==> src/clk_fn_pkg.sv <==
// Summary of operation
// - slow clock is oscillator over twice divider; divider zero passes it through
// - pll clock is 2 x osc x (multiplier+1) / (reference divider+1)
// - e and peripheral clocks are system/2; timing clock slow/2; debug base osc/2
// - pll select wins; otherwise slow select picks oscillator or slow clock
// - during source switch hold clock select low and halt cpu
// - module clock is peripheral clock, or timing clock when module select set
// - limp-home forces module select output to zero; read returns latched bit
// - limp-home feeds peripheral, e, debug, module and timing clocks from vco
// - can clock picks osc or system; debug clock picks debug base or e
// - any other service value resets immediately
// - windowed mode accepts service only in last quarter; early write resets
// - three-bit rate picks seven periods; expiry resets
// - clock monitor resets when no oscillator edge within rc delay
// - periodic irq requested while flag and enable both set
// - stop-in-wait halts periodic timer and watchdog in wait; write once normal
// - stop-in-debug halts both in debug mode; write once normal
// - bypass makes prescaler divide by 4 not 2^13; special modes only
// - rate zero off; codes 1..7 select 2^13..2^19
// - flag set on time-out, cleared by writing one
package clk_fn_pkg;
  localparam logic [7:0] ADDR_RTI_CTRL  = 8'h14;
  localparam logic [7:0] ADDR_RTI_FLAG  = 8'h15;
  localparam logic [7:0] ADDR_WDG_CTRL  = 8'h16;
  localparam logic [7:0] ADDR_WDG_SVC   = 8'h17;
  localparam logic [7:0] ADDR_CLK_SEL   = 8'h3D;
  localparam logic [7:0] ADDR_SLOW_DIV  = 8'h3E;
  localparam logic [7:0] ADDR_PLL_MUL   = 8'h38;
  localparam logic [7:0] ADDR_PLL_REF   = 8'h39;
  // rti control fields
  localparam int RTI_IE_BIT = 7;
  localparam int RTI_SW_BIT = 6;
  localparam int RTI_SB_BIT = 5;
  localparam int RTI_BY_BIT = 3;
  localparam int RTI_FLAG_BIT = 7;
  // watchdog control fields
  localparam int WD_CME_BIT = 7;
  localparam int WD_WIN_BIT = 4;
  localparam int WD_DIS_BIT = 3;
  localparam logic [7:0] WD_CTRL_RST = 8'h07;
  // clock select fields
  localparam int CS_BUS_PLL_SELECT_BIT = 6;
  localparam int CS_BUS_SLOW_SELECT_BIT = 5;
  localparam int CS_MCS_BIT  = 2;
  localparam int CS_CAN_BIT  = 1;
  localparam int CS_DBG_BIT  = 0;
  localparam logic [7:0] SVC_FIRST  = 8'h55;
  localparam logic [7:0] SVC_SECOND = 8'hAA;
  localparam int RTI_BASE_EXP = 13;
  localparam int BYP_EXP      = 2;
  // clock monitor rc delay, ns, system clock 50 ns
  localparam int CM_DELAY_NS  = 2000;
  localparam int CLK_PER_NS   = 50;
  localparam int CM_CYCLES    = CM_DELAY_NS / CLK_PER_NS;
  localparam int SWITCH_CYC   = 4;
endpackage

==> src/clock_select_rti_watchdog.sv <==
// The address-and-strobe port is this design's own decision.
`timescale 1ns/1ps
module clock_select_rti_watchdog #(
  parameter int MON_CYCLES = clk_fn_pkg::CM_CYCLES
) (
  input  wire logic       i_sys_clk,
  input  wire logic       i_rstn,
  input  wire logic       i_ce,
  input  wire logic [7:0] i_addr,
  input  wire logic [7:0] i_wdata,
  input  wire logic       i_wr,
  input  wire logic       i_rd,
  output logic      [7:0] o_rdata,
  input  wire logic       i_special_mode,
  input  wire logic       i_wait_mode,
  input  wire logic       i_debug_mode,
  input  wire logic       i_limp_home,
  input  wire logic       i_osc_tick,
  input  wire logic       i_crystal_timing_clock_tick,
  output logic            o_sys_sel_pll,
  output logic            o_sys_sel_slow,
  output logic            o_clock_select,
  output logic            o_cpu_halt,
  output logic            o_module_slow_sel,
  output logic            o_periph_from_vco,
  output logic            o_can_from_sys,
  output logic            o_debug_from_e,
  output logic      [5:0] o_slow_div,
  output logic      [7:0] o_pll_mul,
  output logic      [7:0] o_pll_ref,
  output logic            o_periodic_irq,
  output logic            o_wdg_reset,
  output logic            o_mon_reset
);
  initial begin
    if (MON_CYCLES < 1) $error("monitor count too small");
    if (MON_CYCLES > 65535) $error("monitor count exceeds counter width");
  end

  // pin inputs synchronised
  logic [1:0] osc_s, crystal_timing_clock_s, wait_s, dbg_s, limp_s;
  logic osc_prev, crystal_timing_clock_prev;
  always_ff @(posedge i_sys_clk) begin
    if (!i_rstn) begin
      osc_s <= 2'h0; crystal_timing_clock_s <= 2'h0; wait_s <= 2'h0; dbg_s <= 2'h0; limp_s <= 2'h0;
      osc_prev <= 1'b0; crystal_timing_clock_prev <= 1'b0;
    end else if (i_ce) begin
      osc_s  <= {osc_s[0], i_osc_tick};
      crystal_timing_clock_s <= {crystal_timing_clock_s[0], i_crystal_timing_clock_tick};
      wait_s <= {wait_s[0], i_wait_mode};
      dbg_s  <= {dbg_s[0], i_debug_mode};
      limp_s <= {limp_s[0], i_limp_home};
      osc_prev  <= osc_s[1];
      crystal_timing_clock_prev <= crystal_timing_clock_s[1];
    end
  end
  wire osc_edge  = osc_s[1] ^ osc_prev;
  wire crystal_timing_clock_rise = crystal_timing_clock_s[1] & ~crystal_timing_clock_prev;
  wire limp      = limp_s[1];

  // registers
  logic [7:0] rti_ctrl_reg, wd_ctrl_reg, clk_sel_reg;
  logic [5:0] slow_div_reg;
  logic [7:0] pll_mul_reg, pll_ref_reg;
  logic       flag_reg, once_sw_reg, once_sb_reg, once_wd_reg;
  wire wr_rti  = i_wr && i_addr == clk_fn_pkg::ADDR_RTI_CTRL;
  wire wr_flag = i_wr && i_addr == clk_fn_pkg::ADDR_RTI_FLAG;
  wire wr_wdc  = i_wr && i_addr == clk_fn_pkg::ADDR_WDG_CTRL;
  wire wr_svc  = i_wr && i_addr == clk_fn_pkg::ADDR_WDG_SVC;
  wire wr_cs   = i_wr && i_addr == clk_fn_pkg::ADDR_CLK_SEL;
  wire bus_pll_select_eff = clk_sel_reg[clk_fn_pkg::CS_BUS_PLL_SELECT_BIT] | limp;
  // write-once gating for normal modes
  wire sw_ok = i_special_mode | ~once_sw_reg;
  wire sb_ok = i_special_mode | ~once_sb_reg;
  wire wd_ok = i_special_mode | ~once_wd_reg;
  logic [7:0] rti_next;
  always_comb begin
    rti_next = rti_ctrl_reg;
    rti_next[7] = i_wdata[7];
    rti_next[2:0] = i_wdata[2:0];
    if (sw_ok) rti_next[clk_fn_pkg::RTI_SW_BIT] = i_wdata[clk_fn_pkg::RTI_SW_BIT];
    if (sb_ok) rti_next[clk_fn_pkg::RTI_SB_BIT] = i_wdata[clk_fn_pkg::RTI_SB_BIT];
    if (i_special_mode) rti_next[clk_fn_pkg::RTI_BY_BIT] = i_wdata[clk_fn_pkg::RTI_BY_BIT];
  end
  logic [7:0] wdc_next;
  always_comb begin
    wdc_next = wd_ctrl_reg;
    wdc_next[clk_fn_pkg::WD_CME_BIT] = i_wdata[clk_fn_pkg::WD_CME_BIT];
    if (wd_ok) begin
      wdc_next[clk_fn_pkg::WD_WIN_BIT] = i_wdata[clk_fn_pkg::WD_WIN_BIT];
      wdc_next[2:0] = i_wdata[2:0];
    end
    if (i_special_mode) wdc_next[clk_fn_pkg::WD_DIS_BIT] = i_wdata[clk_fn_pkg::WD_DIS_BIT];
  end

  logic flag_set;
  always_ff @(posedge i_sys_clk) begin
    if (!i_rstn) begin
      rti_ctrl_reg <= 8'h00; wd_ctrl_reg <= clk_fn_pkg::WD_CTRL_RST; clk_sel_reg <= 8'h00;
      slow_div_reg <= 6'h00; pll_mul_reg <= 8'h00; pll_ref_reg <= 8'h00; flag_reg <= 1'b0;
      once_sw_reg <= 1'b0; once_sb_reg <= 1'b0; once_wd_reg <= 1'b0;
    end else if (i_ce) begin
      if (wr_rti) begin
        rti_ctrl_reg <= rti_next;
        if (i_wdata[clk_fn_pkg::RTI_SW_BIT] != rti_ctrl_reg[clk_fn_pkg::RTI_SW_BIT] || 1'b1)
          once_sw_reg <= 1'b1;
        once_sb_reg <= 1'b1;
      end
      if (wr_wdc) begin
        wd_ctrl_reg <= wdc_next;
        once_wd_reg <= 1'b1;
      end
      if (wr_cs) clk_sel_reg <= i_wdata;
      if (i_wr && i_addr == clk_fn_pkg::ADDR_SLOW_DIV) slow_div_reg <= i_wdata[5:0];
      if (i_wr && i_addr == clk_fn_pkg::ADDR_PLL_MUL && !bus_pll_select_eff) pll_mul_reg <= i_wdata;
      if (i_wr && i_addr == clk_fn_pkg::ADDR_PLL_REF && !bus_pll_select_eff) pll_ref_reg <= i_wdata;
      if (flag_set) flag_reg <= 1'b1;
      else if (wr_flag && i_wdata[clk_fn_pkg::RTI_FLAG_BIT]) flag_reg <= 1'b0;
    end
  end

  // read mux; module select reads latched value
  logic [7:0] rd_mux;
  always_comb begin
    unique case (i_addr)
      clk_fn_pkg::ADDR_RTI_CTRL: rd_mux = rti_ctrl_reg;
      clk_fn_pkg::ADDR_RTI_FLAG: rd_mux = {flag_reg, 7'h00};
      clk_fn_pkg::ADDR_WDG_CTRL: rd_mux = wd_ctrl_reg;
      clk_fn_pkg::ADDR_CLK_SEL:  rd_mux = clk_sel_reg;
      clk_fn_pkg::ADDR_SLOW_DIV: rd_mux = {2'h0, slow_div_reg};
      clk_fn_pkg::ADDR_PLL_MUL:  rd_mux = pll_mul_reg;
      clk_fn_pkg::ADDR_PLL_REF:  rd_mux = pll_ref_reg;
      default:                   rd_mux = 8'h00;
    endcase
  end
  always_ff @(posedge i_sys_clk) begin
    if (!i_rstn) o_rdata <= 8'h00;
    else if (i_ce) o_rdata <= i_rd ? rd_mux : 8'h00;
  end

  // clock selects to the clock tree
  // pll select wins
  wire sel_pll  = bus_pll_select_eff;
  wire sel_slow = ~bus_pll_select_eff & clk_sel_reg[clk_fn_pkg::CS_BUS_SLOW_SELECT_BIT];
  logic [2:0] sw_cnt_reg;
  logic       prev_pll_reg, prev_slow_reg;
  wire switching = (sel_pll != prev_pll_reg) || (sel_slow != prev_slow_reg);
  always_ff @(posedge i_sys_clk) begin
    if (!i_rstn) begin
      sw_cnt_reg <= 3'h0; prev_pll_reg <= 1'b0; prev_slow_reg <= 1'b0;
    end else if (i_ce) begin
      prev_pll_reg  <= sel_pll;
      prev_slow_reg <= sel_slow;
      if (switching) sw_cnt_reg <= 3'(clk_fn_pkg::SWITCH_CYC);
      else if (sw_cnt_reg != 3'h0) sw_cnt_reg <= sw_cnt_reg - 3'h1;
    end
  end
  wire busy = switching || sw_cnt_reg != 3'h0;
  always_ff @(posedge i_sys_clk) begin
    if (!i_rstn) begin
      o_sys_sel_pll <= 1'b0; o_sys_sel_slow <= 1'b0; o_clock_select <= 1'b0;
      o_cpu_halt <= 1'b0; o_module_slow_sel <= 1'b0; o_periph_from_vco <= 1'b0;
      o_can_from_sys <= 1'b0; o_debug_from_e <= 1'b0; o_slow_div <= 6'h00;
      o_pll_mul <= 8'h00; o_pll_ref <= 8'h00;
    end else if (i_ce) begin
      o_sys_sel_pll  <= sel_pll;
      o_sys_sel_slow <= sel_slow;
      o_clock_select <= ~busy;
      o_cpu_halt     <= busy;
      // module select forced low in limp-home
      o_module_slow_sel <= clk_sel_reg[clk_fn_pkg::CS_MCS_BIT] & ~limp;
      o_periph_from_vco <= limp;
      o_can_from_sys <= clk_sel_reg[clk_fn_pkg::CS_CAN_BIT];
      o_debug_from_e <= clk_sel_reg[clk_fn_pkg::CS_DBG_BIT];
      // divider settings drive the clock tree dividers
      o_slow_div <= slow_div_reg;
      o_pll_mul  <= pll_mul_reg;
      o_pll_ref  <= pll_ref_reg;
    end
  end

  // prescaler on timing clock; halt in wait or debug
  wire halt = (wait_s[1] & rti_ctrl_reg[clk_fn_pkg::RTI_SW_BIT]) |
              (dbg_s[1] & rti_ctrl_reg[clk_fn_pkg::RTI_SB_BIT]);
  wire tick = crystal_timing_clock_rise & ~halt;
  logic [22:0] pre_reg;
  always_ff @(posedge i_sys_clk) begin
    if (!i_rstn) pre_reg <= 23'h0;
    else if (i_ce && tick) pre_reg <= pre_reg + 23'h1;
  end
  // base stage end: 2^13 or 4
  wire [4:0] base_exp = rti_ctrl_reg[clk_fn_pkg::RTI_BY_BIT] ?
                        5'(clk_fn_pkg::BYP_EXP) : 5'(clk_fn_pkg::RTI_BASE_EXP);
  function automatic logic rollover(input logic [22:0] p, input logic [4:0] e);
    logic [22:0] m;
    m = (23'h1 << e) - 23'h1;
    rollover = (p & m) == m;
  endfunction
  wire [2:0] rate = rti_ctrl_reg[2:0];
  wire [4:0] rti_exp = 5'(base_exp + 5'(rate) - 5'h1);
  assign flag_set = i_ce && tick && rate != 3'h0 && rollover(pre_reg, rti_exp);
  assign o_periodic_irq = flag_reg & rti_ctrl_reg[clk_fn_pkg::RTI_IE_BIT];

  // watchdog
  // rate to exponent: 13,15,17,19,21,22,23
  logic [4:0] wd_exp;
  always_comb begin
    unique case (wd_ctrl_reg[2:0])
      3'h1:    wd_exp = 5'h0D;
      3'h2:    wd_exp = 5'h0F;
      3'h3:    wd_exp = 5'h11;
      3'h4:    wd_exp = 5'h13;
      3'h5:    wd_exp = 5'h15;
      3'h6:    wd_exp = 5'h16;
      default: wd_exp = 5'h17;
    endcase
  end
  wire wd_on = wd_ctrl_reg[2:0] != 3'h0;
  logic [23:0] wd_cnt_reg;
  logic        armed_reg;
  wire [23:0] wd_limit = 24'h1 << wd_exp;
  wire        in_window = wd_cnt_reg >= (wd_limit - (wd_limit >> 2));
  wire svc_55 = wr_svc && i_wdata == clk_fn_pkg::SVC_FIRST;
  wire svc_aa = wr_svc && i_wdata == clk_fn_pkg::SVC_SECOND;
  wire win    = wd_ctrl_reg[clk_fn_pkg::WD_WIN_BIT];
  wire bad_val = wr_svc && !svc_55 && !svc_aa;
  wire early   = wr_svc && win && !in_window;
  wire expire  = tick && wd_cnt_reg >= wd_limit - 24'h1;
  wire wd_fail = wd_on && (bad_val || early || expire);
  always_ff @(posedge i_sys_clk) begin
    if (!i_rstn) begin
      wd_cnt_reg <= 24'h0; armed_reg <= 1'b0;
    end else if (i_ce) begin
      if (svc_55) armed_reg <= 1'b1;
      if (svc_aa && armed_reg) begin
        wd_cnt_reg <= 24'h0;
        armed_reg  <= 1'b0;
      end else if (tick && wd_on) wd_cnt_reg <= wd_cnt_reg + 24'h1;
    end
  end

  logic [15:0] mon_cnt_reg;
  wire mon_on = wd_ctrl_reg[clk_fn_pkg::WD_CME_BIT];
  wire mon_fail = mon_on && mon_cnt_reg >= 16'(MON_CYCLES);
  always_ff @(posedge i_sys_clk) begin
    if (!i_rstn) mon_cnt_reg <= 16'h0;
    else if (i_ce) begin
      if (!mon_on || osc_edge) mon_cnt_reg <= 16'h0;
      else if (!mon_fail) mon_cnt_reg <= mon_cnt_reg + 16'h1;
    end
  end
  wire disr = wd_ctrl_reg[clk_fn_pkg::WD_DIS_BIT];
  always_ff @(posedge i_sys_clk) begin
    if (!i_rstn) begin
      o_wdg_reset <= 1'b0; o_mon_reset <= 1'b0;
    end else if (i_ce) begin
      // reset requests held until the system reset arrives
      o_wdg_reset <= o_wdg_reset | (wd_fail & ~disr);
      o_mon_reset <= o_mon_reset | (mon_fail & ~disr);
    end
  end
endmodule

==> config.mk <==
export PLATFORM = sky130hd
export DESIGN_NAME = clock_select_rti_watchdog
export DESIGN_NICKNAME = d
export VERILOG_FILES = /design/src/clk_fn_pkg.sv /design/src/clock_select_rti_watchdog.sv
export SDC_FILE = /design/constraint.sdc
export NUM_CORES = 1
export LEC_CHECK = 0
export BUFFER_PORTS_ARGS = -buffer_cell sky130_fd_sc_hd__buf_2
export CAP_MARGIN = 10
export CORE_ASPECT_RATIO = 1.5
export CORE_MARGIN = 4
export CORE_UTILIZATION = 55
export DETAILED_ROUTE_END_ITERATION = 8
export GPL_ROUTABILITY_DRIVEN = 1
export PLACE_DENSITY = 0.74
export SLEW_MARGIN = 25
export SYNTH_ARGS = -nofsm -noshare
export SYNTH_HDL_FRONTEND = slang
export SYNTH_SLANG_ARGS = --single-unit
==> constraint.sdc <==
create_clock -name i_sys_clk -period 5.1 [get_ports i_sys_clk]
set_clock_uncertainty 0.1 [all_clocks]
set_input_delay 1.02 -clock i_sys_clk [delete_from_list [all_inputs] [get_ports i_sys_clk]]
set_output_delay 1.02 -clock i_sys_clk [all_outputs]
set_load 0.03 [all_outputs]
==> results.toml, run 1 <==
[run_status]
status = "finished, final reports clean"

[yosys]
yosys_warnings = 0
synth_top_flop_cell = "dfxtp_1"
yosysTopAreaCell = "dfxtp_1"
synth.avg_cell_area_um2 = 8.737
ys_seq_elements = 165
synth.most_common_cell = "dfxtp_1"
synth_common_cells = "dfxtp_1, nor2b_1, nor2_1"
syn_area_um2 = 9891
ys_types = 81
synth_cells = 1132
seq_area_frac_synth_pct = 33.40
synth_area_leaders = "dfxtp_1, ha_1, mux2i_1"
synth_edf_count = 0
async_reset_ff_share_pct = 0
synth_top_area_share_pct = 33.40

[cells_and_area]
utilization_pct = 63.05
seq_area_um2 = 3303
largest_reg_flops = 24
drive_gt1_share_pct = 10.16
layout.nets = 1307
fillers = 1541
multi_input_area_um2 = 6309
syn_to_final_growth_pct = 11.52
final_area_um2 = 11030
antenna_cells = 0

[clock_tree]
htreeDepth = 4
ctsLongestPathBuffers = 2
numCtsBuffers = 17
tritoncts = "yes"
ctsHoldBuffers = 0
clk_pin_slew_ns = 0.07
clock-sinks = 165
post_cts_buffers = 0
clkLatencyLatePin_ns = 0.43
cts.repair.resized = 0
cts_root_buf = "clkbuf_16"

[critical_path]
setup.worst_path.start_class = "register"
critPathCaptureType = "register"
r2r_cells = 18
crit_type = "reg -> reg"
worst_ep_arrival_time_ns = 4.81
worst-path-max-fanout = 13
crit_required_ns = 5.33

[power]
p_int_mw = 2.101
pwr-share-seq_pct = 45.8
power_mw = 2.850
netSwitchingFraction_pct = 26.27
ir_drop_mv = 0.2445
p_sw_mw = 0.7487
combPwrFrac_pct = 8.0
power_leakage_nw = 4.658
p_clk_share_pct = 46.2
power-per-cell-area_nw_per_um2 = 258.4

[global_routing]
grt_usage_pct = 23.64
grt_antenna_before_repair = 0
grt_pass1_vias = 8257
grt_pass1_wl_um = 39630
grt_max_degree = 55
grt_overflow = 0

[sta]
grt_setup_unrepaired = "no"
fin_crit_ns = 4.579
relSlewSlack_pct = 37.71
setup_viol = 0
period_share_pct = 89.78
max_freq_ghz = 0.2184
setup_ws_ns = 0.5212
fin_setup_tns_ns = 0
tightest_slew_ns = 0.9266
finalHoldViolCount = 0
drv_slew = 0

[floorplan]
dieHeight_um = 172.2
rows = 59
dieArea_um2 = 20240
fp.coreArea_um2 = 17500
boundaryPins = 68
die_w_um = 117.5
initial_core_util_pct = 56.53

[hold_path]
whs_path_depth = 2
hp-class = "reg -> reg"

[route]
vias = 8311
drc = 0
drtAntennaViolNets = 0
drt-pass1-iter-count = 5
wl_um = 23620
avgViaCountPerCell = 5.796
drt-initial-drc-count = 305
avgRoutedWirePerCell_um = 16.47

[place]
hpwl_um = 17500
port_buffers = 67
place_area_um2 = 10430
pre_cts_ws_ns = 0.5490
place.gp.congestion = 0.9121

[run]
drv_cap = 0
per-layer routing:
metal	up-vias	global-route usage [%]	routed length, µm
li1	4142	-	-
met1	3891	26.26	9634
met2	209	43.25	11880
met3	69	4.319	1049
met4	0	12.50	1053
met5	-	0	0
layout by cell type (no fill, tap or decap), drive strengths merged, types with 10 or more instances in the layout:
master	count
nand2b	14
clkbuf	18
nor3	17
a221oi	10
buf	74
nor2	85
and3	22
xnor2	37
a21o	17
o21ai	29
dfxtp	165
conb	39
and2	32
inv	51
nor2b	91
a21oi	53
nand2	72
xor2	27
ha	69
a31oi	10
a21boi	14
mux2i	79
nand3	39
nand4	24
o211ai	10
critical path, cell delays in order (launching register included):
cell and delay (ns):
dfxtp_1 0.56, inv_1 0.21, ha_1 0.32, inv_1 0.04
ha_1 0.24, fa_1 0.55, nor3b_1 0.31, nand2b_1 0.19
o21a_1 0.24, nand3_1 0.11, ha_1 0.24, inv_1 0.10
nor2_1 0.06, o22ai_1 0.15, a21oi_1 0.10, a21o_1 0.16
nor4_1 0.34, nand4_1 0.15, o41ai_2 0.31
stage by stage:
step | instances | hold WS (ns)
global route | 1434 | 0.3781
floorplan | 1169 | 0.3381
CTS | 1434 | 0.3593
detailed placement | 1402 | 0.3486
finish | 1434 | 0.3499
global placement | 1402 | 0.3414
cells by family after synthesis:
family	Yosys count	share of synthesized area [%]
buf+inv	96	4.225
flops	165	33.40
xor+xnor	64	5.667
simple gates	436	23.79
mux	80	8.109
fa+ha+maj	72	9.336
compound gates	217	15.40
other cells	2	0.07593
power by group through the flow:
| stage | Clock (mW) | Combinational (mW) | Sequential, mW |
|---|---|---|---|
| 6_report | 1.32 | 0.228 | 1.31 |
| 5_1_grt | 1.39 | 0.256 | 1.31 |
| 4_1_cts | 1.33 | 0.219 | 1.31 |
| 3_5_place_dp | 0 | 0.219 | 1.34 |
| 3_3_place_gp | 0 | 0.215 | 1.34 |
| 2_1_floorplan | 0 | 0.165 | 1.34 |
layout make-up:
| cell class | count | area share (%) |
|---|---|---|
| clock buffers | 18 | 3.891 |
| clock inverters | 14 | 1.588 |
| inverters | 42 | 1.429 |
| multi-input cells | 908 | 57.19 |
| flip-flops and latches | 165 | 29.95 |
| well taps | 213 | 2.416 |
| repair buffers | 74 | 3.539 |
path summary, 6_finish.rpt:
check / startpoint / endpoint / slack, ns
min reg2reg: o_wdg_reset / o_wdg_reset / 0.35
min: o_wdg_reset / o_wdg_reset / 0.35
max reg2reg: rti_ctrl_reg[3] / flag_reg / 0.52
max: rti_ctrl_reg[3] / flag_reg / 0.52
(Power assumes the default switching activity.)
==> inputs of run 2 (changes only) <==
--- a/config.mk
+++ b/config.mk
@@ -10,8 +10,10 @@
 export CORE_ASPECT_RATIO = 1.5
 export CORE_MARGIN = 4
 export CORE_UTILIZATION = 55
+export CTS_BUF_LIST = sky130_fd_sc_hd__clkbuf_8
 export DETAILED_ROUTE_END_ITERATION = 8
 export GPL_ROUTABILITY_DRIVEN = 1
+export GPL_TIMING_DRIVEN = 1
 export PLACE_DENSITY = 0.74
 export SLEW_MARGIN = 25
 export SYNTH_ARGS = -nofsm -noshare
==> constraint.sdc (replaced) <==
create_clock -name i_sys_clk -period 4.5 [get_ports i_sys_clk]
set_clock_uncertainty 0.1 [all_clocks]
set_input_delay 0.9 -clock i_sys_clk [delete_from_list [all_inputs] [get_ports i_sys_clk]]
set_output_delay 0.9 -clock i_sys_clk [all_outputs]
set_load 0.03 [all_outputs]
==> run 2 against run 1 <==
Power up 1.1%. Utilization shrank 0.82 points. Worst hold slack better by 0.027 ns. Worst setup slack got worse by 0.22 ns. Highest routed layer unchanged.
==> results.toml, run 2 (synthesis gave the netlist of run 1 again) <==
[run_status]
status = "finished, final reports clean"

[sta]
fin_setup_tns_ns = 0
max_freq_ghz = 0.2383
grt_setup_unrepaired = "no"
period_share_pct = 93.27
finalHoldViolCount = 0
fin_crit_ns = 4.197
drv_slew = 0
relSlewSlack_pct = 44.16
setup_viol = 0
tightest_slew_ns = 0.8356

[clock_tree]
tritoncts = "yes"
numCtsBuffers = 17
clock-sinks = 165
ctsLongestPathBuffers = 2
htreeDepth = 4
clk_pin_slew_ns = 0.10
clkLatencyLatePin_ns = 0.48
cts_root_buf = "clkbuf_8"

[cells_and_area]
layout.nets = 1312
layout_common_cells = "dfxtp_1, nor2b_1, nor2_1"
layout_commonest_cell = "dfxtp_1"
final_area_um2 = 10890
antenna_cells = 0
finish.cell_count_without_fillers = 1439
fillers = 1558
drive_gt1_share_pct = 10.60
largest_reg_flops = 24
syn_to_final_growth_pct = 10.07

[power]
power_leakage_nw = 4.600
pwr-share-seq_pct = 51.4
ir_drop_mv = 0.3031
p_int_mw = 2.053
p_clk_share_pct = 39.7
p_sw_mw = 0.8287
power_mw = 2.882
netSwitchingFraction_pct = 28.76
combPwrFrac_pct = 9.0
power-per-cell-area_nw_per_um2 = 264.7

[route]
drc = 0
wl_um = 23740
avgRoutedWirePerCell_um = 16.49
drt-pass1-iter-count = 5
avgViaCountPerCell = 5.803
drt-initial-drc-count = 418
drtAntennaViolNets = 0
vias = 8351

[floorplan]
die_w_um = 117.5
boundaryPins = 68
rows = 59
dieHeight_um = 172.2
fp.coreArea_um2 = 17500
initial_core_util_pct = 56.53
dieArea_um2 = 20240

[global_routing]
grt_pass1_vias = 8172
grt_overflow = 0
grt_pass1_wl_um = 39820
grt_usage_pct = 23.76
grt_antenna_before_repair = 0
grt_max_degree = 69

[critical_path]
crit_required_ns = 4.79
critPathCapture = "flag_reg"
critPathCaptureType = "register"
r2r_cells = 18
setup.worst_path.start_class = "register"
rr_startpoint = "rti_ctrl_reg[3]"
cp-startpoint = "rti_ctrl_reg[3]"
crit_type = "reg -> reg"
worst_ep_arrival_time_ns = 4.49
reg2reg_to = "flag_reg"
worst-r2r-setup-slack_ns = 0.30
worst-path-max-fanout = 10

[place]
place_area_um2 = 10460
place.gp.congestion = 0.9719
hpwl_um = 17530
place_inst = 1407
port_buffers = 67

[run]
drv_cap = 0

[hold_path]
hp-class = "reg -> reg"
==> run 2: critical path, cell delays in order (launching register included) <==
cell and delay, ns:
dfxtp_1 0.34, inv_1 0.10, ha_1 0.30, inv_1 0.04, ha_1 0.24, fa_2 0.46
nor3b_1 0.28, nand2b_1 0.18, o21a_1 0.26, nand3_1 0.13, ha_1 0.25, inv_1 0.10
nor2_1 0.07, o22ai_1 0.18, a21oi_1 0.10, a21o_1 0.16, nor4_1 0.34, nand4_1 0.16
o41ai_2 0.30
==> run 2: layout make-up <==
class	count	area [µm²]	share of cell area (%)
inverters	42	157.7	1.448
well taps	213	266.5	2.448
repair buffers	79	427.9	3.931
clock inverters	15	186.4	1.712
clock buffers	17	234.0	2.149
flip-flops and latches	165	3303	30.34
multi-input cells	908	6311	57.97
==> run 2: power by group through the flow <==
stage	clock network, mW	registers [mW]	logic, mW
after floorplan	0	1.52	0.187
after global placement	0	1.51	0.245
after detailed placement	0	1.51	0.248
after CTS	1.16	1.48	0.249
after global routing	1.22	1.48	0.289
final	1.14	1.48	0.258
==> run 2: per-layer routing <==
layer / wire length [µm] / global-route usage [%] / vias to the layer above
met1: 9803 / 26.98 / 3952
met4: 1031 / 12.96 / 0
li1: - / - / 4131
met3: 985 / 3.763 / 67
met2: 11920 / 43.00 / 201
met5: 0 / 0 / -
==> run 2: worst min-delay path by stage <==
stage / slack [ns] / startpoint / to / cells after the start
5_1_grt: 0.40 / once_wd_reg / once_wd_reg / 1
2_1_floorplan: 0.34 / mon_cnt_reg[15] / mon_cnt_reg[15] / 2
4_1_cts: 0.38 / o_mon_reset / o_mon_reset / 1
3_3_place_gp: 0.34 / o_mon_reset / o_mon_reset / 1
6_report: 0.38 / o_cpu_halt / o_cpu_halt / 2
3_5_place_dp: 0.35 / o_mon_reset / o_mon_reset / 1
==> run 2: through the flow <==
| stage | hold WS [ns] | utilization (%) | setup WS [ns] |
|---|---|---|---|
| after detailed placement | 0.3540 | 59.81 | 0.2920 |
| after CTS | 0.3807 | 62.21 | 0.2627 |
| after global placement | 0.3412 | 59.81 | 0.4775 |
| after floorplan | 0.3381 | - | 0.5480 |
| after global routing | 0.3973 | 62.23 | 0.06237 |
| final | 0.3774 | 62.23 | 0.3031 |
==> run 2: repair_timing <==
item,in CTS,in global routing
endpoints found under the setup margin,0,1
buffers inserted,0,0
endpoints found under the hold margin,0,0
resized for setup,0,1
hold buffers,0,0
